`src/rtl/psec_pkg.sv`:
```
// package: register map, fields and command codes of the status/error capture block
// What this block does
// - at instruction end raise done or abnormal-end; neither means motor stopped
// - done/abnormal flags shared by all instructions, rewritten after each one
// - detect error when configuration, target device or number range is invalid
// - on error set live error flag and store error code
// - store failing step in 32-bit pair and 16-bit mirror valid to 32767
// - later errors overwrite live code and step; cancel clears live flag
// - restart without cancel clears error status then re-sets flag at once
// - on error also set separate latched error flag
// - latched error keeps step in own 32-bit pair and 16-bit mirror
// - latch keeps first error until forced reset; later errors ignored
// - change to active search/return/relative/absolute drive: decelerate then stop
// - refuse any program change to batch-table block in run mode
// - variable-speed change: decel stop with accel/decel, else immediate stop
// - versions below 2.20 run variable speed without accel/decel
package psec_pkg;
    localparam logic [4:0]  ADDR_STATUS      = 5'h00;
    localparam logic [4:0]  ADDR_CTRL        = 5'h04;
    localparam logic [4:0]  ADDR_ERR_CODE    = 5'h08;
    localparam logic [4:0]  ADDR_ERR_STEP    = 5'h0c;
    localparam logic [4:0]  ADDR_ERR_SHORT   = 5'h10;
    localparam logic [4:0]  ADDR_LATCH_STEP  = 5'h14;
    localparam logic [4:0]  ADDR_LATCH_SHORT = 5'h18;
    // status bits
    localparam int ST_DONE    = 0;
    localparam int ST_ABN     = 1;
    localparam int ST_ERR     = 2;
    localparam int ST_LATCH   = 3;
    localparam int ST_REFUSED = 4;
    // control bits
    localparam int CT_CANCEL  = 0;
    localparam int CT_FORCE   = 1;
    localparam int CT_RESTART = 2;
    localparam int CT_CHANGE  = 3;
    localparam int CT_RUN     = 4;
    localparam int CT_ACCDEC  = 5;
    localparam int CT_CLR_REF = 6;
    localparam logic        RUN_RESET       = 1'b0;
    localparam logic        ACCDEC_RESET    = 1'b1;
    localparam logic [15:0] VER_ACCDEC_MIN  = 16'h00dc; // 2.20 in hundredths
    localparam int          CMD_W           = 3;
    typedef enum logic [CMD_W-1:0] {
        CMD_NONE, CMD_ORIGIN_SEARCH, CMD_INTERRUPT_FEED, CMD_BATCH_TABLE,
        CMD_ZERO_RETURN, CMD_VARIABLE_SPEED, CMD_RELATIVE_DRIVE, CMD_ABSOLUTE_DRIVE
    } psec_cmd_e;
    typedef enum logic [1:0] {STOP_IDLE, STOP_DECEL, STOP_HALT} psec_stop_e;
endpackage : psec_pkg

```
`src/rtl/psec_step_store.sv`:
```
// step number store with 32-bit pair and 16-bit mirror
`timescale 1ns/10ps
module psec_step_store
    import psec_pkg::*;
#(
    parameter int STEP_W  = 32,
    parameter int SHORT_W = 16
) (
    input  wire logic               clk,     // clock
    input  wire logic               rst_n,   // synced reset
    input  wire logic               ce,      // clock enable
    input  wire logic               capture, // store step now
    input  wire logic               clear,   // zero stored data
    input  wire logic [STEP_W-1:0]  step,    // step number in
    output logic      [STEP_W-1:0]  step_q,  // stored pair
    output logic      [SHORT_W-1:0] short_q  // 16-bit mirror
);
    always_ff @(posedge clk or negedge rst_n) begin
        if (!rst_n) begin
            step_q  <= '0;
            short_q <= '0;
        end else if (ce) begin
            if (capture) begin
                step_q  <= step;
                short_q <= step[SHORT_W-1:0];
            end else if (clear) begin
                step_q  <= '0;
                short_q <= '0;
            end
        end
    end
endmodule : psec_step_store

```
`src/rtl/psec_run_change.sv`:
```
// stop decision when the program changes during run
`timescale 1ns/10ps
module psec_run_change
    import psec_pkg::*;
(
    input  wire logic             clk,        // clock
    input  wire logic             rst_n,      // synced reset
    input  wire logic             ce,         // clock enable
    input  wire logic             change,     // program change in run
    input  wire logic [CMD_W-1:0] cmd,        // active instruction
    input  wire logic             busy,       // pulses being emitted
    input  wire logic             accdec_ok,  // variable speed ramps
    output logic                  decel_stop, // decelerating stop
    output logic                  imm_stop,   // immediate stop
    output logic                  refused     // change refused, pulse
);
    psec_stop_e state;
    psec_stop_e next_state;
    psec_cmd_e  c;

    always_comb begin
        c = psec_cmd_e'(cmd);
        next_state = state;
        case (state)
            STOP_IDLE: begin
                if (change && busy) begin
                    case (c)
                        CMD_ORIGIN_SEARCH, CMD_INTERRUPT_FEED, CMD_ZERO_RETURN,
                        CMD_RELATIVE_DRIVE, CMD_ABSOLUTE_DRIVE: begin
                            next_state = STOP_DECEL;
                        end
                        CMD_VARIABLE_SPEED: begin
                            next_state = accdec_ok ? STOP_DECEL : STOP_HALT;
                        end
                        default: next_state = STOP_IDLE;
                    endcase
                end
            end
            STOP_DECEL, STOP_HALT: begin
                if (!busy) next_state = STOP_IDLE;
            end
            default: next_state = STOP_IDLE;
        endcase
    end

    always_ff @(posedge clk or negedge rst_n) begin
        if (!rst_n) begin
            state      <= STOP_IDLE;
            decel_stop <= 1'b0;
            imm_stop   <= 1'b0;
        end else if (ce) begin
            state      <= next_state;
            decel_stop <= next_state == STOP_DECEL;
            imm_stop   <= next_state == STOP_HALT;
        end
    end

    always_ff @(posedge clk or negedge rst_n) begin
        if (!rst_n) begin
            refused <= 1'b0;
        end else if (ce) begin
            refused <= change && psec_cmd_e'(cmd) == CMD_BATCH_TABLE;
        end
    end
endmodule : psec_run_change

```
`src/rtl/psec_top.sv`:
```
// positioning status and operation error capture with Avalon-MM registers
//
// The Avalon-MM interface to the registers and the register offsets were left to the implementer.
`timescale 1ns/10ps
module psec_top
    import psec_pkg::*;
#(
    parameter int STEP_W  = 32,
    parameter int SHORT_W = 16,
    parameter int CODE_W  = 16
) (
    input  wire logic               CLK,                     // 25 MHz clock
    input  wire logic               RESET_N,                 // async reset
    input  wire logic               CE,                      // clock enable
    input  wire logic [4:0]         ADDRESS,                 // byte address
    input  wire logic               READ,                    // read request
    input  wire logic               WRITE,                   // write request
    input  wire logic [31:0]        WRITEDATA,               // write data
    input  wire logic [3:0]         BYTEENABLE,              // byte lanes
    output logic      [31:0]        READDATA,                // read data
    output logic                    WAITREQUEST,             // stall
    input  wire logic               INSTR_START,             // instruction starts
    input  wire logic               INSTR_END,               // pulse output finished
    input  wire logic               INSTR_ABORT,             // end was abnormal
    input  wire logic               EXEC_STROBE,             // instruction executes
    input  wire logic               CFG_BAD,                 // bad configuration
    input  wire logic               DEV_BAD,                 // bad target device
    input  wire logic               RANGE_BAD,               // bad device range
    input  wire logic [CODE_W-1:0]  ERR_CODE_IN,             // code of this error
    input  wire logic [STEP_W-1:0]  STEP_IN,                 // step executing
    input  wire logic [CMD_W-1:0]   ACTIVE_CMD,              // active instruction
    input  wire logic               PULSE_BUSY,              // pulses being output
    input  wire logic [15:0]        FW_VERSION,              // version, hundredths
    output logic                    INSTR_DONE_FLAG,         // normal completion
    output logic                    INSTR_ABNORMAL_END_FLAG, // abnormal end
    output logic                    OP_ERROR_FLAG,           // live error
    output logic                    OP_ERROR_LATCH_FLAG,     // first error held
    output logic                    DECEL_STOP,              // decelerate and stop
    output logic                    IMM_STOP,                // stop pulses now
    output logic                    CHANGE_REFUSED           // change refused pulse
);
    logic               rst_s1;
    logic               rst_n_i;
    logic               wait_q;
    logic               req;
    logic               acc;
    logic               wr_ctrl;
    logic               cancel_p;
    logic               force_p;
    logic               restart_p;
    logic               change_p;
    logic               clr_ref_p;
    logic               run_mode;
    logic               accdec_en;
    logic               accdec_ok;
    logic               err_evt;
    logic               restart_pend;
    logic               refused_sticky;
    logic [CODE_W-1:0]  op_error_code_reg;
    logic [STEP_W-1:0]  op_error_step_pair;
    logic [SHORT_W-1:0] op_error_step_short;
    logic [STEP_W-1:0]  latched_step_pair;
    logic [SHORT_W-1:0] latched_step_short;

    // reset release through two flops
    always_ff @(posedge CLK or negedge RESET_N) begin
        if (!RESET_N) begin
            rst_s1  <= 1'b0;
            rst_n_i <= 1'b0;
        end else begin
            rst_s1  <= 1'b1;
            rst_n_i <= rst_s1;
        end
    end

    // bus: one wait cycle, access takes effect when waitrequest is low
    assign req       = READ | WRITE;
    assign acc       = CE && req && !wait_q;
    assign wr_ctrl   = acc && WRITE && ADDRESS == ADDR_CTRL && BYTEENABLE[0];
    assign cancel_p  = wr_ctrl && WRITEDATA[CT_CANCEL];
    assign force_p   = wr_ctrl && WRITEDATA[CT_FORCE];
    assign restart_p = wr_ctrl && WRITEDATA[CT_RESTART];
    assign change_p  = wr_ctrl && WRITEDATA[CT_CHANGE] && run_mode;
    assign clr_ref_p = wr_ctrl && WRITEDATA[CT_CLR_REF];

    always_ff @(posedge CLK or negedge rst_n_i) begin
        if (!rst_n_i) begin
            wait_q <= 1'b1;
        end else if (CE) begin
            wait_q <= !(req && wait_q);
        end
    end
    assign WAITREQUEST = wait_q;

    always_ff @(posedge CLK or negedge rst_n_i) begin
        if (!rst_n_i) begin
            READDATA <= '0;
        end else if (CE && req && wait_q && READ) begin
            READDATA <= '0;
            case (ADDRESS)
                ADDR_STATUS: begin
                    READDATA[ST_DONE]    <= INSTR_DONE_FLAG;
                    READDATA[ST_ABN]     <= INSTR_ABNORMAL_END_FLAG;
                    READDATA[ST_ERR]     <= OP_ERROR_FLAG;
                    READDATA[ST_LATCH]   <= OP_ERROR_LATCH_FLAG;
                    READDATA[ST_REFUSED] <= refused_sticky;
                end
                ADDR_CTRL: begin
                    READDATA[CT_RUN]    <= run_mode;
                    READDATA[CT_ACCDEC] <= accdec_en;
                end
                ADDR_ERR_CODE:    READDATA[CODE_W-1:0]  <= op_error_code_reg;
                ADDR_ERR_STEP:    READDATA[STEP_W-1:0]  <= op_error_step_pair;
                ADDR_ERR_SHORT:   READDATA[SHORT_W-1:0] <= op_error_step_short;
                ADDR_LATCH_STEP:  READDATA[STEP_W-1:0]  <= latched_step_pair;
                ADDR_LATCH_SHORT: READDATA[SHORT_W-1:0] <= latched_step_short;
                default:          READDATA <= '0;
            endcase
        end
    end

    // control register fields
    always_ff @(posedge CLK or negedge rst_n_i) begin
        if (!rst_n_i) begin
            run_mode  <= RUN_RESET;
            accdec_en <= ACCDEC_RESET;
        end else if (wr_ctrl) begin
            run_mode  <= WRITEDATA[CT_RUN];
            accdec_en <= WRITEDATA[CT_ACCDEC];
        end
    end

    // completion flags, rewritten by every instruction
    always_ff @(posedge CLK or negedge rst_n_i) begin
        if (!rst_n_i) begin
            INSTR_DONE_FLAG         <= 1'b0;
            INSTR_ABNORMAL_END_FLAG <= 1'b0;
        end else if (CE) begin
            if (INSTR_END) begin
                INSTR_DONE_FLAG         <= !INSTR_ABORT;
                INSTR_ABNORMAL_END_FLAG <= INSTR_ABORT;
            end else if (INSTR_START) begin
                INSTR_DONE_FLAG         <= 1'b0;
                INSTR_ABNORMAL_END_FLAG <= 1'b0;
            end
        end
    end

    assign err_evt = EXEC_STROBE && (CFG_BAD || DEV_BAD || RANGE_BAD);

    // live error flag; new error wins over cancel
    always_ff @(posedge CLK or negedge rst_n_i) begin
        if (!rst_n_i) begin
            OP_ERROR_FLAG <= 1'b0;
            restart_pend  <= 1'b0;
        end else if (CE) begin
            restart_pend <= restart_p && !cancel_p && OP_ERROR_FLAG && !err_evt;
            if (err_evt || restart_pend) begin
                OP_ERROR_FLAG <= 1'b1;
            end else if (cancel_p || restart_p) begin
                OP_ERROR_FLAG <= 1'b0;
            end
        end
    end

    always_ff @(posedge CLK or negedge rst_n_i) begin
        if (!rst_n_i) begin
            op_error_code_reg <= '0;
        end else if (CE && err_evt) begin
            op_error_code_reg <= ERR_CODE_IN;
        end
    end

    // first-error latch; forced reset clears it unless an error coincides
    always_ff @(posedge CLK or negedge rst_n_i) begin
        if (!rst_n_i) begin
            OP_ERROR_LATCH_FLAG <= 1'b0;
        end else if (CE) begin
            if (err_evt) begin
                OP_ERROR_LATCH_FLAG <= 1'b1;
            end else if (force_p) begin
                OP_ERROR_LATCH_FLAG <= 1'b0;
            end
        end
    end

    psec_step_store #(
        .STEP_W  (STEP_W),
        .SHORT_W (SHORT_W)
    ) u_live (
        .clk     (CLK),
        .rst_n   (rst_n_i),
        .ce      (CE),
        .capture (err_evt),
        .clear   (1'b0),
        .step    (STEP_IN),
        .step_q  (op_error_step_pair),
        .short_q (op_error_step_short)
    );

    psec_step_store #(
        .STEP_W  (STEP_W),
        .SHORT_W (SHORT_W)
    ) u_latch (
        .clk     (CLK),
        .rst_n   (rst_n_i),
        .ce      (CE),
        .capture (err_evt && (!OP_ERROR_LATCH_FLAG || force_p)),
        .clear   (force_p),
        .step    (STEP_IN),
        .step_q  (latched_step_pair),
        .short_q (latched_step_short)
    );

    // variable speed ramps only from version 2.20
    always_ff @(posedge CLK or negedge rst_n_i) begin
        if (!rst_n_i) begin
            accdec_ok <= 1'b0;
        end else if (CE) begin
            accdec_ok <= accdec_en && FW_VERSION >= VER_ACCDEC_MIN;
        end
    end

    psec_run_change u_change (
        .clk        (CLK),
        .rst_n      (rst_n_i),
        .ce         (CE),
        .change     (change_p),
        .cmd        (ACTIVE_CMD),
        .busy       (PULSE_BUSY),
        .accdec_ok  (accdec_ok),
        .decel_stop (DECEL_STOP),
        .imm_stop   (IMM_STOP),
        .refused    (CHANGE_REFUSED)
    );

    always_ff @(posedge CLK or negedge rst_n_i) begin
        if (!rst_n_i) begin
            refused_sticky <= 1'b0;
        end else if (CE) begin
            if (CHANGE_REFUSED) begin
                refused_sticky <= 1'b1;
            end else if (clr_ref_p) begin
                refused_sticky <= 1'b0;
            end
        end
    end
endmodule : psec_top

```
`config.mk`:
```
export PLATFORM = sky130hd
export DESIGN_NAME = psec_top
export DESIGN_NICKNAME = d
export VERILOG_FILES = /design/src/rtl/psec_pkg.sv /design/src/rtl/psec_step_store.sv /design/src/rtl/psec_run_change.sv /design/src/rtl/psec_top.sv
export SDC_FILE = /design/constraint.sdc
export NUM_CORES = 1
export LEC_CHECK = 0
export ABC_AREA = 1
export BUFFER_PORTS_ARGS = -buffer_cell sky130_fd_sc_hd__buf_2
export CAP_MARGIN = 20
export CORE_UTILIZATION = 58
export CTS_BUF_LIST = sky130_fd_sc_hd__clkbuf_4 sky130_fd_sc_hd__clkbuf_8
export DETAILED_ROUTE_END_ITERATION = 10
export PLACE_DENSITY = 0.94
export SETUP_SLACK_MARGIN = 0.4
export SLEW_MARGIN = 5
export SYNTH_ARGS = -nofsm -noshare
export SYNTH_HDL_FRONTEND = slang
export SYNTH_SLANG_ARGS = --single-unit
export TNS_END_PERCENT = 20
```
`constraint.sdc`:
```
create_clock -name CLK -period 7.9 [get_ports CLK]
set_clock_uncertainty 0.05 [all_clocks]
set_input_delay 0.79 -clock CLK [delete_from_list [all_inputs] [get_ports CLK]]
set_output_delay 0.79 -clock CLK [all_outputs]
set_load 0.02 [all_outputs]
```
Yosys cells after proc, flatten, opt, wreduce, memory -nomap -nowiden
Index checks and enable logic that the tools add are counted.
Widths: inputs -> output; s select.
- order comparisons: 1
- equality and inequality tests: 17
- mux-type cells: 23
- bitwise operators: 1
- reduce and logical (&&, ||, !) cells: 49
- operator list (cell ; count):
    $mux 32 ; 2
    $pmux 10 s5 ; 1
    $mux 16 ; 2
    $pmux 16 s2 ; 1
    $pmux 4 s6 ; 1
    $logic_and 1x1->1 ; 23
    $ge 16x8->1 const B ; 1
    $eq 5x5->1 const B ; 3
    $eq 3x3->1 const B ; 4
    $reduce_and 2->1 ; 6
    $eq 5x4->1 const B ; 2
    $reduce_bool 2->1 ; 5
    $mux 1 ; 9
    $pmux 2 s2 ; 2
    $pmux 1 s7 ; 1
    $eq 3x2->1 const B ; 2
    $logic_not 1->1 ; 6
    $mux 2 ; 3
    $pmux 1 s6 ; 1
    $eq 5x3->1 const B ; 1
    $logic_not 5->1 ; 1
    $logic_or 1x1->1 ; 5
    $reduce_or 5->1 ; 1
    $eq 2x1->1 const B ; 2
    5 further kinds ; 6
- flip-flop bits (word level): 161
- input bits: 121
- output and inout bits: 40
- word-level logic and storage cells: 113

Logic depth before layout (Yosys ltp)
- word-level depth: 12
- mapped depth: 10
- depth with buffers taken out: 10

Cells and area by module
Synthesis repeated with hierarchy kept, for this count alone.
- cells, all modules: 818
- area, all modules: 6527.5 um^2
- modules (own cells, without submodules) (module ; instances ; cells each ; area an instance (um^2) ; seq. area each (um^2)):
    psec_top ; 1 ; 464 ; 3447.1 ; 1503.9
    psec_step_store ; 2 ; 153 ; 1373.8 ; 800.8
    psec_run_change ; 1 ; 48 ; 332.8 ; 125.1

Worst setup path after synthesis
No wires, ideal clock.
- path kind: input to register
- from: input ADDRESS[1]
- to: register u_latch.step_q[31]
- setup time: 0.130 ns
- arrival: 1.786 ns
- required time: 7.720 ns
- setup slack: 5.934 ns
- stages on the path: 7
- path buffers: 1
- cells stage by stage: nor2_4 -> nand3_2 -> nor3_4 -> nand2_2 -> o21ai_4 -> buf_6 -> o22ai_1
- longest elaborated chain between the ends: 8
- elaborated cells between the ends (all ways): 9
- those cells by class: eq/ne (1); mux (1); reduce/logical (7)
- RTL lines (element ; RTL line ; text):
    start: declaration ; psec_top.sv:15 ; input wire logic [4:0] ADDRESS,
    $eq 5x3->1 * ; psec_top.sv:79 ; assign wr_ctrl = acc && WRITE && ADDRESS == ADDR_CTRL && BYTEENABLE[0];
    $logic_and 1x1->1 * (2 in series) ; psec_top.sv:79 ;
    $logic_and 1x1->1 * ; psec_top.sv:81 ; assign force_p = wr_ctrl && WRITEDATA[CT_FORCE];
    $logic_or 1x1->1 ; psec_top.sv:208 ; .capture (err_evt && (!OP_ERROR_LATCH_FLAG || force_p)),
    $logic_and 1x1->1 ; psec_top.sv:208 ;
    $reduce_bool 2->1 (no source line) ; - ;
    $reduce_and 2->1 (no source line) ; - ;
    end signal: assignment ; psec_step_store.sv:24 ; step_q <= step;
    end: declaration ; psec_step_store.sv:15 ; output logic [STEP_W-1:0] step_q,
Every way passes the cells marked *; elsewhere a longest branch is shown, timed or not.
A chain may end at the register's enable or synchronous reset.

Worst setup path in the final report
- from: input CE
- to: register u_latch.step_q[24]
- longest elaborated chain between the ends: 10
- elaborated cells between the ends (all ways): 11
- those cells by class: mux (1); reduce/logical (10)
- RTL lines (element ; RTL line ; text):
    start: declaration ; psec_top.sv:14 ; input wire logic CE,
    $logic_and 1x1->1 (2 in series) ; psec_top.sv:78 ; assign acc = CE && req && !wait_q;
    $logic_and 1x1->1 (3 in series) ; psec_top.sv:79 ;
    $logic_and 1x1->1 ; psec_top.sv:81 ;
    $logic_or 1x1->1 ; psec_top.sv:208 ;
    $logic_and 1x1->1 ; psec_top.sv:208 ;
    $reduce_bool 2->1 (no source line) ; - ;
    $reduce_and 2->1 (no source line) ; - ;
Several ways; a longest one is shown, not always the timed one.

==> run summary <==
CP Launch Type: input pin
Hold/Removal Path Class: in2async
Placeable Area: 0.00933 mm^2
FFs w/ async S/R, synth: 1.00
Nets@finish: 879
Yosys reg bits: 129
R2R Setup Slk: 5440 ps
Syn_area_per_cell: 8.90 um^2
Post-synthesis cell count: 632
Worst-path clk slew: 70 ps
Peak VDD IR: 0.000167 V
Placer Congestion: 0.830
Num CTS Buffers: 17
Synth Warn #: 0
Area delta synth->final: 19.6%
Die area: 0.0101 mm^2
Critical path's slowest cell: o21ai_4
CTS Buffer Depth: 2
Top cell by count, worst path: inv_1
Syn nets: 755
Worst-path fanout max: 83
Relative slew slack: 0.317
M1 wire length: 5.39 mm
Lkg Pwr: 3.66 nW
GRT Residual Overflow: 0
# IOs: 161
FMAX: 294 MHz
Post-CTS setup buffer count: 0
Row cnt: 35
Largest register FFs: 32
Setup TNS: 0 ps
Crit end category: flip-flop
Port bufs: 130
Uppermost routed layer: met5
H-tree Lvls: 4
Root buf cell: clkbuf_8
Setup CP Type: in2reg
Post-cts gate resize count: 0
Die Y: 100 um
Final Max Tran Viols: 0
Detailed Route Iter0 Violations: 336
Initial antenna violation count: 3
Layout cells sized above 1: 0.241
Final setup violation count: 0
Vias: 4998
Worst Tran Pin Value: 1020 ps
Worst path max stage delay: 890 ps
Post-DRT Antenna Nets: 0
P per Cell Area: 234 mW/mm^2
Largest net degree at the start of global routing: 84
Vias in the first global route: 5080
RSZ-0062 raised after global routing: false
Worst setup path start: CE
EDFF count, synth: 0
DPL Wire Length: 9.59 mm
Routed vias/inst: 5.55
Total of max-cap violations: 0
Tot GR Track Use: 0.300
Drt wl/cell: 15.7 um
Clk sinks: 129
Status: completed
Drc violations: 0
Final hold vios: 0
Die width: 100 um
Minimum clock period: 3410 ps
Final worst slack: 4490 ps
Reg2reg start: WAITREQUEST
Met3 wire length: 1.18 mm
Worst slack, placed: 4100 ps
CTS tree: built
CTS Hold Buffers Added: 0
Netlist cell types: 38
Met2 wire len: 7.18 mm
Commonest non-fill, non-tap cell in the layout: nand2_1
Data arrival, critical path: 3590 ps
Critical path, cell by cell: buf_2 > inv_1 > nor2_4 > buf_4 > inv_1 > o21ai_4 > o22ai_1
Data required, critical path: 8090 ps
Final period util: 0.431
Drt first pass iters: 5
Mapped Area: 0.00562 mm^2
Main synth FF type: dfrtp_1
Register area share after synthesis: 0.574
WL final: 14.1 mm
Clk_lat worst skew: 410 ps
Biggest register: READDATA
Filler Cells Inserted: 693
Starting Density: 0.603
Regs by FF count: READDATA (32), u_latch.step_q (17), u_live.step_q (17)
Commonest non-fill, non-tap cells in the layout: nand2_1 (197), buf_2 (130), dfrtp_1 (126), inv_1 (89), o21ai_0 (56)
First-pass GRT wire length: 23.2 mm
-- cells by family (layout without fill, tap and decap cells) --
family | Yosys count | count (layout) | synth area share
AO/OA/AOI/OAI | 141 | 141 | 0.153
adder cells (fa/ha/maj) | 2 | 2 | 0.00445
buffers and inverters | 119 | 256 | 0.0903
flip-flops | 129 | 129 | 0.574
other | 1 | 3 | 0.000667
AND/OR/NAND/NOR | 240 | 240 | 0.177
-- layer usage --
layer | GRT usage | vias up
li1 | - | 2304
met1 | 0.352 | 2385
met2 | 0.528 | 266
met3 | 0.0770 | 41
met4 | 0.117 | 2
met5 | 0 | -
-- final cells by class --
cell class	count	area, um^2	share of cell area
clock buffers	29	374	0.0556
well taps	129	161	0.0240
flip-flops and latches	129	3230	0.481
clock inverters	3	45.0	0.00670
multi-input cells	384	1890	0.281
inverters	91	342	0.0508
diodes	2	5.00	0.000744
repair buffers	133	673	0.100
-- critical path, delay by kind of cell --
kind | cells | cell delay (ps)
buf+inv | 4 | 1540
compound gates | 2 | 1080
simple gates | 1 | 130
-- cell usage after synthesis, types with 2 or more instances --
library cell	instances	share of area
a21oi_1	9	0.0080
a22o_1	5	0.0078
a22oi_1	5	0.0067
buf_2	10	0.0089
buf_6	6	0.012
clkbuf_1	11	0.0073
dfrtp_1	127	0.57
dfstp_2	2	0.0093
ha_1	2	0.0044
inv_1	89	0.059
nand2_1	197	0.13
nand2_2	2	0.0022
nand3_1	13	0.012
nand3_2	2	0.0036
nand4_1	6	0.0067
nor2_1	11	0.0073
nor2_4	2	0.0040
nor4_1	2	0.0022
o21ai_0	56	0.050
o21ai_1	2	0.0018
o22ai_1	53	0.059
o22ai_2	2	0.0044
o31ai_1	2	0.0027
or2_2	2	0.0022
-- where the power goes --
part | internal, mW | switching (mW) | leakage (nW) | total, mW
Sequential | 0.741 | 0.0423 | 1.56 | 0.783
Clock | 0.332 | 0.235 | 0.213 | 0.566
Combinational | 0.0798 | 0.145 | 1.88 | 0.225
-- final timing paths --
check	end	depth (start not counted)
max	u_latch.step_q[24]	7
min	rst_n_i	1
max reg2reg	READDATA[13]	7
min reg2reg	u_latch.step_q[28]	0
max in group asynchronous	u_latch.short_q[8]	1
min in group CLK	rst_n_i	0
-- through the flow --
stage,instance area [um^2],hold WS [ps],util,power [mW],instances
6_report,6730,106,0.721,1.57,900
5_1_grt,6730,75.9,0.721,1.65,899
4_1_cts,6720,81.6,0.721,1.58,898
3_5_place_dp,6300,299,0.676,1.02,866
3_3_place_gp,6300,293,0.676,0.994,866
2_1_floorplan,5620,281,-,0.927,632
Power figures use the tool's default switching activity.
